===== src/hw/dma_shmem_pkg.sv =====
package dma_shmem_pkg;
	// Bus geometry
	localparam int ADDR_W  = 16;
	localparam int DATA_W  = 16;
	localparam int RT_N    = 32;
	localparam int RT_ID_W = 5;
	localparam int SLOT_W  = 7;
	localparam int CNT_W   = 4;
	// Receive buffering depth in messages per subaddress
	localparam int BUF_MSGS = 128;
	// Strobe width of one RAM access in master clock cycles
	localparam int ACCESS_CYCLES = 2;
	// Reset and step values
	localparam logic [15:0] ADDR_RESET = 16'h0000;
	localparam logic [15:0] DATA_RESET = 16'h0000;
	localparam logic [15:0] ADDR_ONE   = 16'h0001;
	localparam logic [6:0]  SLOT_RESET = 7'h00;
	localparam logic [6:0]  SLOT_ONE   = 7'h01;
	localparam logic [6:0]  SLOT_LAST  = 7'h7f;
	localparam logic [3:0]  CNT_RESET  = 4'h0;
	localparam logic [3:0]  CNT_ONE    = 4'h1;
	// Transfer sequencer states
	typedef enum logic [4:0] {
		ST_IDLE = 5'b00001,
		ST_REQ  = 5'b00010,
		ST_OWN  = 5'b00100,
		ST_ACC  = 5'b01000,
		ST_REL  = 5'b10000
	} dma_state_t;
endpackage : dma_shmem_pkg


===== src/hw/dma_shared_memory_interface.sv =====
// Operation
// - Address a host-defined shared region of up to 64K words.
// - Step a receive buffer slot per message, up to 128 per subaddress.
// - Access rate follows master clock; strobe width is a cycle count.
// - Log each interrupt event accepted while none is pending sequentially into a memory history list.
// - Monitor stores command and data where host command blocks point.
// - Monitor stores traffic only for host-selected terminals when enabled.
// - Monitor blocks lack head pointer; data flows opposite to controller mode.
// - Start memory cycles for controller blocks or serviced terminal commands.
// - Transfer begins with request low, ends when acknowledge returns high.
// - Drive address only while the address enable input permits.
// - Pass incoming grant to chain output when not requesting.
// - Pseudo-dual-port: forward host read, write, select strobes to RAM.
// - Own RAM strobes only become active after the grant.
// - Tristate buses unless register read or own access; ignore host then.
// - Ignore host memory strobes while own RAM transfer runs.
// - Assert burst output for consecutive accesses under one ownership.
`timescale 1ns/100ps
`default_nettype none
module dma_shared_memory_interface #(
	parameter int ACCESS_CYCLES = dma_shmem_pkg::ACCESS_CYCLES
) (
	input  wire logic        clk_sys,
	input  wire logic        rst,
	input  wire logic        ce,
	input  wire logic        bus_controller_mode,
	input  wire logic        remote_terminal_mode,
	input  wire logic        monitor_mode,
	input  wire logic        pseudo_dual_port,
	input  wire logic        rt_filter_enable,
	input  wire logic [31:0] rt_select,
	input  wire logic [15:0] history_base,
	input  wire logic        core_valid,
	input  wire logic        core_write,
	input  wire logic        core_more,
	input  wire logic        core_capture,
	input  wire logic [4:0]  core_rt,
	input  wire logic [15:0] core_addr,
	input  wire logic [15:0] core_wdata,
	output logic             core_done,
	output logic             core_dropped,
	output logic [15:0]      core_rdata,
	input  wire logic        event_valid,
	input  wire logic [15:0] event_code,
	output logic             event_ready,
	input  wire logic        rt_msg_done,
	output logic [6:0]       rt_buf_slot,
	input  wire logic [15:0] reg_rd_data,
	output logic             mem_request_n,
	input  wire logic        mem_grant_in_n,
	output logic             mem_acknowledge_n,
	output logic             grant_chain_out_n,
	input  wire logic        address_drive_enable,
	output logic             bus_drive_indicator_n,
	output logic             burst_n,
	output logic [15:0]      addr_out,
	output logic             addr_oe_n,
	output logic [15:0]      data_out,
	input  wire logic [15:0] data_in,
	output logic             data_oe_n,
	input  wire logic        host_rd_n,
	input  wire logic        host_wr_n,
	input  wire logic        host_mem_select_n,
	input  wire logic        host_reg_select_n,
	output logic             ram_read_n,
	output logic             ram_write_n,
	output logic             ram_select_n
);
	localparam logic [3:0] ACC_LAST = 4'(ACCESS_CYCLES - 1);

	typedef struct packed {
		dma_shmem_pkg::dma_state_t st;
		logic g1, g2, aen1, aen2;
		logic hrd1, hrd2, hwr1, hwr2, hcs1, hcs2, rcs1, rcs2;
		logic req_n, ack_n, chain_n, drive_n, burst_n;
		logic addr_oe_n, data_oe_n, rrd_n, rwr_n, rsel_n;
		logic [15:0] addr;
		logic [15:0] dout;
		logic [3:0]  cnt;
		logic wr, more, loaded, is_log;
		logic core_done, dropped;
		logic [15:0] rdata;
		logic ev_pend;
		logic ev_ready;
		logic [15:0] ev_code;
		logic [15:0] hist_ptr;
		logic [6:0]  slot;
	} dma_regs_t;

	localparam dma_regs_t REGS_RESET = '{
		st: dma_shmem_pkg::ST_IDLE,
		g1: 1'b1, g2: 1'b1, aen1: 1'b0, aen2: 1'b0,
		hrd1: 1'b1, hrd2: 1'b1, hwr1: 1'b1, hwr2: 1'b1,
		hcs1: 1'b1, hcs2: 1'b1, rcs1: 1'b1, rcs2: 1'b1,
		req_n: 1'b1, ack_n: 1'b1, chain_n: 1'b1, drive_n: 1'b1,
		burst_n: 1'b1, addr_oe_n: 1'b1, data_oe_n: 1'b1,
		rrd_n: 1'b1, rwr_n: 1'b1, rsel_n: 1'b1,
		addr: dma_shmem_pkg::ADDR_RESET, dout: dma_shmem_pkg::DATA_RESET,
		cnt: dma_shmem_pkg::CNT_RESET,
		wr: 1'b0, more: 1'b0, loaded: 1'b0, is_log: 1'b0,
		core_done: 1'b0, dropped: 1'b0,
		rdata: dma_shmem_pkg::DATA_RESET,
		ev_pend: 1'b0, ev_ready: 1'b1, ev_code: dma_shmem_pkg::DATA_RESET,
		hist_ptr: dma_shmem_pkg::ADDR_RESET,
		slot: dma_shmem_pkg::SLOT_RESET
	};

	dma_regs_t s;
	dma_regs_t next_s;

	// Wrapping word increment inside the 64K space
	function automatic logic [15:0] inc_addr(input logic [15:0] a);
		inc_addr = a + dma_shmem_pkg::ADDR_ONE;
	endfunction : inc_addr

	logic any_mode;
	logic filtered_out;
	assign any_mode = bus_controller_mode | remote_terminal_mode | monitor_mode;
	// Capture for an unselected terminal is discarded
	assign filtered_out = monitor_mode & core_capture & rt_filter_enable
		& ~rt_select[core_rt];

	// Sequencer and pin logic
	always_comb
	begin
		next_s = s;
		// Two-stage synchronisers for pin inputs
		next_s.g1 = mem_grant_in_n;
		next_s.g2 = s.g1;
		next_s.aen1 = address_drive_enable;
		next_s.aen2 = s.aen1;
		next_s.hrd1 = host_rd_n;
		next_s.hrd2 = s.hrd1;
		next_s.hwr1 = host_wr_n;
		next_s.hwr2 = s.hwr1;
		next_s.hcs1 = host_mem_select_n;
		next_s.hcs2 = s.hcs1;
		next_s.rcs1 = host_reg_select_n | host_rd_n;
		next_s.rcs2 = s.rcs1;
		next_s.core_done = 1'b0;
		next_s.dropped = 1'b0;
		// Receive buffer slot wraps after the last message slot
		if (rt_msg_done && remote_terminal_mode)
			next_s.slot = (s.slot == dma_shmem_pkg::SLOT_LAST)
				? dma_shmem_pkg::SLOT_RESET
				: s.slot + dma_shmem_pkg::SLOT_ONE;
		// Grant ripples on only while no request of our own
		next_s.chain_n = (s.st == dma_shmem_pkg::ST_IDLE) ? s.g2 : 1'b1;
		case (s.st)
			dma_shmem_pkg::ST_IDLE:
			begin
				// Host strobes pass through only while idle
				next_s.rrd_n = pseudo_dual_port ? s.hrd2 : 1'b1;
				next_s.rwr_n = pseudo_dual_port ? s.hwr2 : 1'b1;
				next_s.rsel_n = pseudo_dual_port ? s.hcs2 : 1'b1;
				// Register read drives data bus only when idle
				next_s.data_oe_n = s.rcs2;
				next_s.dout = s.rcs2 ? s.dout : reg_rd_data;
				if (core_valid && any_mode && !s.core_done && filtered_out)
				begin
					next_s.core_done = 1'b1;
					next_s.dropped = 1'b1;
				end
				else if (core_valid && any_mode && !s.core_done)
				begin
					// Controller block or terminal service starts a cycle
					next_s.addr = core_addr;
					next_s.dout = core_wdata;
					next_s.wr = core_write;
					next_s.more = core_more;
					next_s.is_log = 1'b0;
					next_s.loaded = 1'b1;
					next_s.req_n = 1'b0;
					next_s.data_oe_n = 1'b1;
					next_s.rrd_n = 1'b1;
					next_s.rwr_n = 1'b1;
					next_s.rsel_n = 1'b1;
					next_s.st = dma_shmem_pkg::ST_REQ;
				end
				else if (s.ev_pend)
				begin
					// Next history list entry
					next_s.addr = history_base + s.hist_ptr;
					next_s.hist_ptr = inc_addr(s.hist_ptr);
					next_s.dout = s.ev_code;
					next_s.wr = 1'b1;
					next_s.more = 1'b0;
					next_s.is_log = 1'b1;
					next_s.loaded = 1'b1;
					next_s.ev_pend = 1'b0;
					next_s.req_n = 1'b0;
					next_s.data_oe_n = 1'b1;
					next_s.rrd_n = 1'b1;
					next_s.rwr_n = 1'b1;
					next_s.rsel_n = 1'b1;
					next_s.st = dma_shmem_pkg::ST_REQ;
				end
			end
			dma_shmem_pkg::ST_REQ:
			begin
				// Request stands until grant, then acknowledge
				if (!s.g2)
				begin
					next_s.req_n = 1'b1;
					next_s.ack_n = 1'b0;
					next_s.st = dma_shmem_pkg::ST_OWN;
				end
			end
			dma_shmem_pkg::ST_OWN:
			begin
				if (s.loaded && s.aen2)
				begin
					// Drive buses and open strobes after grant
					next_s.drive_n = 1'b0;
					next_s.addr_oe_n = 1'b0;
					next_s.data_oe_n = ~s.wr;
					next_s.rsel_n = 1'b0;
					next_s.rrd_n = s.wr;
					next_s.rwr_n = ~s.wr;
					next_s.cnt = ACC_LAST;
					next_s.st = dma_shmem_pkg::ST_ACC;
				end
				else if (!s.loaded && !s.core_done && s.more && core_valid)
				begin
					next_s.addr = core_addr;
					next_s.dout = core_wdata;
					next_s.wr = core_write;
					next_s.more = core_more;
					next_s.loaded = 1'b1;
				end
				else if (!s.loaded && !s.more)
					next_s.st = dma_shmem_pkg::ST_REL;
			end
			dma_shmem_pkg::ST_ACC:
			begin
				// Address withdrawn once the synchronised enable (aen2) drops
				if (!s.aen2)
					next_s.addr_oe_n = 1'b1;
				if (s.cnt != dma_shmem_pkg::CNT_RESET)
					next_s.cnt = s.cnt - dma_shmem_pkg::CNT_ONE;
				else
				begin
					next_s.rdata = s.wr ? s.rdata : data_in;
					next_s.core_done = ~s.is_log;
					next_s.loaded = 1'b0;
					next_s.rrd_n = 1'b1;
					next_s.rwr_n = 1'b1;
					next_s.rsel_n = 1'b1;
					next_s.drive_n = 1'b1;
					next_s.addr_oe_n = 1'b1;
					next_s.data_oe_n = 1'b1;
					next_s.burst_n = ~s.more;
					next_s.st = s.more ? dma_shmem_pkg::ST_OWN
						: dma_shmem_pkg::ST_REL;
				end
			end
			dma_shmem_pkg::ST_REL:
			begin
				// Acknowledge high closes the transfer
				next_s.ack_n = 1'b1;
				next_s.burst_n = 1'b1;
				next_s.st = dma_shmem_pkg::ST_IDLE;
			end
			default:
				next_s = REGS_RESET;
		endcase
		// New event accepted only while none is pending; one offered in the take cycle is ignored
		if (event_valid && !s.ev_pend)
		begin
			next_s.ev_pend = 1'b1;
			next_s.ev_code = event_code;
		end
		// Free log slot flag kept as its own flop
		next_s.ev_ready = ~next_s.ev_pend;
	end

	// State register
	always_ff @(posedge clk_sys or posedge rst)
	begin
		if (rst)
			s <= REGS_RESET;
		else if (ce)
			s <= next_s;
	end

	// Outputs straight from flops
	assign mem_request_n = s.req_n;
	assign mem_acknowledge_n = s.ack_n;
	assign grant_chain_out_n = s.chain_n;
	assign bus_drive_indicator_n = s.drive_n;
	assign burst_n = s.burst_n;
	assign addr_out = s.addr;
	assign addr_oe_n = s.addr_oe_n;
	assign data_out = s.dout;
	assign data_oe_n = s.data_oe_n;
	assign ram_read_n = s.rrd_n;
	assign ram_write_n = s.rwr_n;
	assign ram_select_n = s.rsel_n;
	assign core_done = s.core_done;
	assign core_dropped = s.dropped;
	assign core_rdata = s.rdata;
	assign event_ready = s.ev_ready;
	assign rt_buf_slot = s.slot;
endmodule : dma_shared_memory_interface
`default_nettype wire


===== config.mk =====
export PLATFORM = sky130hd
export DESIGN_NAME = dma_shared_memory_interface
export DESIGN_NICKNAME = d
export VERILOG_FILES = /design/src/hw/dma_shmem_pkg.sv /design/src/hw/dma_shared_memory_interface.sv
export SDC_FILE = /design/constraint.sdc
export NUM_CORES = 1
export LEC_CHECK = 0
export BUFFER_PORTS_ARGS = -buffer_cell sky130_fd_sc_hd__buf_4
export CAP_MARGIN = 20
export CORE_MARGIN = 2
export CORE_UTILIZATION = 54
export CTS_BUF_LIST = sky130_fd_sc_hd__clkbuf_8 sky130_fd_sc_hd__clkbuf_16
export DETAILED_ROUTE_END_ITERATION = 7
export GPL_TIMING_DRIVEN = 0
export PLACE_DENSITY = 0.85
export SYNTH_ARGS = -nofsm -noshare
export SYNTH_HDL_FRONTEND = slang
export SYNTH_SLANG_ARGS = --single-unit

===== constraint.sdc =====
create_clock -name clk_sys -period 5.74 [get_ports clk_sys]
set_input_delay 1.148 -clock clk_sys [delete_from_list [all_inputs] [get_ports clk_sys]]
set_output_delay 1.148 -clock clk_sys [all_outputs]
set_load 0.01 [all_outputs]

# Word-level counts from Yosys, hierarchy flattened
# Index checks and enable logic that the tools add are counted.
# classes
n_addsub	4
n_mul	0
div	0
n_lt_le_gt_ge	1
eq_ne	22
shift	0
n_mux	71
bitwise_logic	19
n_reduce_logical	40
# ops
operator	count
$mux 16	8
$mux 36	3
$pmux 32 s3	1
$mux 32	2
$pmux 16 s2	2
$mux 5	10
$mux 7	4
$reduce_and 4->1	7
$mux 4	5
$ne 2x2->1 const B	10
$pmux 5 s4	1
$mux 1	17
$add 16x1->16 const B	1
$add 16x16->16	1
$pmux 4 s4	1
$reduce_or 3->1	5
$reduce_and 7->1	2
$not 1->1	13
$mux 12	1
$pmux 4 s3	1
$logic_and 1x1->1	10
$pmux 1 s2	5
$reduce_and 5->1	2
$ne 3x3->1 const B	3
other kinds (27)	42
# word_totals
regBits	126
latchBits	0
ram_bits	0
romBits	0
wordCells	195
memories	0

# Longest topological paths before layout
# logic_depth
word_depth	9
ltp_mapped	10

# Worst setup path before layout
# No wires, ideal clock.
# synth_timing
kind	input to register
start	in core_rt[0]
end	reg s, in the netlist data_out[0]
setup_ns	0.126
arrival_time_ns	3.247
t_required_ns	5.614
path_slack_ns	2.367
stages	8
path_buffers	2
path_cell_list	buf_6 -> mux4_1 -> mux2_2 -> a2bb2oi_2 -> buf_6 -> a2111oi_2 -> o21ai_0 -> a311o_1
# synth_via
elab_chain_len	7
# synth_rtl
element	line	source
start: declaration	dma_shared_memory_interface.sv:37	input wire logic [4:0] core_rt,
$bmux 1 s5	dma_shared_memory_interface.sv:121	& ~rt_select[core_rt];
$mux 1 (implied by the code)	dma_shared_memory_interface.sv:121	
$not 1->1	dma_shared_memory_interface.sv:121	
$and 1x1->1	dma_shared_memory_interface.sv:121	
$logic_and 1x1->1	dma_shared_memory_interface.sv:159	if (core_valid && any_mode && !s.core_done && filtered_out)
$mux 36	dma_shared_memory_interface.sv:159	
$pmux 32 s3	dma_shared_memory_interface.sv:149	case (s.st)
end signal: assignment	dma_shared_memory_interface.sv:283	s <= next_s;
end: declaration	dma_shared_memory_interface.sv:108	dma_regs_t s;
# No other way between the ends. The select of a mux whose other input is x is not followed.
# A chain may end at the register's enable or synchronous reset.

# Worst setup path after layout
# layout_timing
start	in history_base[3]
end	reg s, in the netlist addr_out[15]
# layout_via
elab_chain_len	5
# layout_rtl
element	line	source
start: declaration	dma_shared_memory_interface.sv:32	input wire logic [15:0] history_base,
$add 16x16->16	dma_shared_memory_interface.sv:183	next_s.addr = history_base + s.hist_ptr;
$mux 36	dma_shared_memory_interface.sv:180	else if (s.ev_pend)
$mux 36	dma_shared_memory_interface.sv:164	else if (core_valid && any_mode && !s.core_done)
$mux 36	dma_shared_memory_interface.sv:159	
$pmux 32 s3	dma_shared_memory_interface.sv:149	
# No other way between the ends. The select of a mux whose other input is x is not followed.

==> reports/qor.yml <==
grt_max_degree: 85
layout_common_cells: "buf_4 (275), dfrtp_1 (104), nand2_1 (93)"
rsz0062_at_grt: "false"
synth_edf_count: 0
synth_fa_ha_area_share_pct: 2.98
synthTopCellsByArea: "dfrtp_1 (32%), dfstp_2 (7.0%), buf_4 (5.1%), o21ai_0 (4.8%), nand2_1 (4.2%)"
grt_pass1_vias: 7731
synth_xor_area_share_pct: 1.07
peakVddDrop_mv: 0.306
rrSetupSlack_ns: 2.60
dieArea_um2: 16200
cap_violations: 0
cts_tree: "done"
max_stage_delay_ns: 0.63
syn_to_final_growth_pct: 30.2
critPathMaxFanout: 5
grtUsageTotal_pct: 30.5
drt-initial-drc-count: 604
hpwl_um: 18300
drt-pass1-iter-count: 5
outcome: "finished, final reports clean"
clk_pin_slew_worst_paths_ns: 0.06
ios: 221
port_buffers: 219
ys_seq_elements: 126
synth_top_family_by_area: "compound AO/OA/AOI/OAI gates"
cp_slowest_cell: "o41ai_1"
clock-sinks: 126
grt_pass1_wl_um: 39000
setup_slack_ns: 2.25
cts_hold_buf: 0
via_per_inst: 6.09
hold_violations: 0
cts_buffer_depth: 2
worst_setup_path_start_kind: "input port"
antenna_found_initial: 0
cts_buffers: 17
synthDistinctLibCells: 73
power_mw: 4.47
max_freq_mhz: 286
async_flop_share_pct: 100
clock_insertion_delay_worst_skew_ns: 0.42
ant_nets: 0
syn_nets: 1063
cts_root_buf: "clkbuf_16"
synth_area_um2: 8220
whs_ns: 0.470
worst_path_most_repeated_cell: "o21ai_0"
synthFlopType: "dfrtp_1"
yosys.area.top_type: "dfrtp_1"
min_from: "bus_drive_indicator_n$_DFFE_PP1P_"
endpoint_kind: "flop"
finalCritPeriodShare_pct: 60.9
place.gp.congestion: 0.961
layout_commonest_cell: "buf_4"
leakage_nw: 4.95
slew_viol_final: 0
core_area_um2: 15000
synth_top_area_share_pct: 31.7
ys_seq_area_share_pct: 38.7
yosysWarnings: 0
syn_avg_cell_area_um2: 9.22
crit_type: "in -> reg"
cp_top_family: "compound AO/OA/AOI/OAI gates"
diodes: 0
htreeDepth: 4
finClkSkew_ns: 0.00753
crit_arrival_ns: 3.78
cp_cell_sequence: "buf_4, ha_1, and3_1, a211oi_1, o21ai_0, o41ai_1, o21ai_0, a32oi_1, o21ai_0"
die_h_um: 127
min_period_ns: 3.49
synthSimpleGateAreaFrac_pct: 17.2
routed_wl_um: 24700
critical_path_buf_inv_count: 1
grt_overflow: 0
wl_per_cell_um: 18.6
die_x_um: 127
hold_class: "reg -> reg"
vias: 8111
setup_viol_count_final: 0
syn_inst: 891
remaining_drc_errors: 0
post_cts_resized: 0
pre_cts_slack_ns: 1.87
maxSlewHeadroom_pct: 43.0
initial_core_util_pct: 54.7
synth_mux_area_share_pct: 6.78
r2r_start: "s[10]$_DFFE_PP0P_"
drive_above_1_share_pct: 33.9
p_per_area_nw_per_um2: 417
cp-startpoint: "history_base[3]"
nets: 1302
post-cts-setup-buffers: 0
required_ns: 6.03
core.rowCount: 45
tightest_slew_ns: 0.847
synth-compound-area-share_pct: 24.5
-- synth_stat cells, types with 4 or more instances --
cell       instances
o31ai_1            9
inv_1             17
o21ai_0           78
o221ai_1          17
a221oi_1           5
dfrtp_1          104
nand4_1            7
buf_4             56
nor2b_1           24
a31oi_1           15
and3_1            10
nand3_1           13
a2111oi_2         10
buf_1              4
a21oi_1           44
buf_2             10
ha_1              18
a22oi_1            7
nor2_1            60
nor3_1             8
mux2_2            24
or3_1              8
dfstp_2           22
a21o_1            10
a2111oi_0          6
and2_1             6
mux2i_1           14
o22ai_1            5
nor3b_1           17
and4_1             4
o21a_1             4
a211oi_1           4
o21ai_1            6
o41ai_1            4
a311o_1           16
xnor2_1            7
nand3b_1           4
clkbuf_1          41
nor4_1             4
nand2b_1           5
a22o_1            21
nand2_1           93
-- layout make-up --
cell class / count / area (um2)
clock buffers: 18 / 439
well taps: 188 / 235
fillers: 1201 / 4340
repair buffers: 220 / 1670
plain buffers: 113 / 662
multi-input cells: 635 / 4310
flip-flops and latches: 126 / 3180
inverters: 17 / 68.8
clock inverters: 14 / 129
-- kinds of logic (layout without fill, tap and decap cells) --
logic type	after synthesis	after routing
multiplexers	44	44
buffers and inverters	130	382
XOR/XNOR	10	10
AND/OR/NAND/NOR	280	280
adder cells (fa/ha/maj)	19	19
AO/OA/AOI/OAI	282	282
flip-flops	126	126
-- sequential cells by signal, indices dropped and copies added (netlist names), 7 cells and up --
signal	count
addr_out	16
core_rdata	16
data_out	16
rt_buf_slot	7
s	58
-- routing by layer --
metal  part of all wire, %  global-route usage, %
met1                    40                   39.1
met2                    49                   51.2
met4                   2.9                   11.4
met5                     0                      0
met3                   7.5                   6.16
-- power breakdown --
part / internal [mW] / switching [mW]
registers: 1.18 / 0.180
clock network: 0.641 / 0.396
logic: 0.903 / 1.17
total: 2.72 / 1.74
-- through the flow --
stage,instances,instance area [um2],utilization (%),setup TNS [ns]
after floorplan,891,8220,-,0
after global placement,1298,10100,67.2,-14.56
after detailed placement,1299,10100,67.4,0
after CTS,1331,10700,71.2,0
after global routing,1331,10700,71.2,0
final,1331,10700,71.2,0
-- worst min-delay path, delay by kind of cell, from the launching register on --
family        cells  cell delay (ns)
flops             1             0.38
simple gates      2             0.10
-- final timing paths --
check / endpoint / cells past startpoint
worst max-delay path: addr_out[15]$_DFFE_PP0P_ / 9
worst min-delay path: bus_drive_indicator_n$_DFFE_PP1P_ / 2
worst max register to register: addr_out[15]$_DFFE_PP0P_ / 8
worst min register to register: bus_drive_indicator_n$_DFFE_PP1P_ / 2
max in group asynchronous: s[111]$_DFFE_PP1P_ / 3
min in group asynchronous: core_rdata[1]$_DFFE_PP0P_ / 2
No activity file was read; power rests on OpenSTA's default activity.
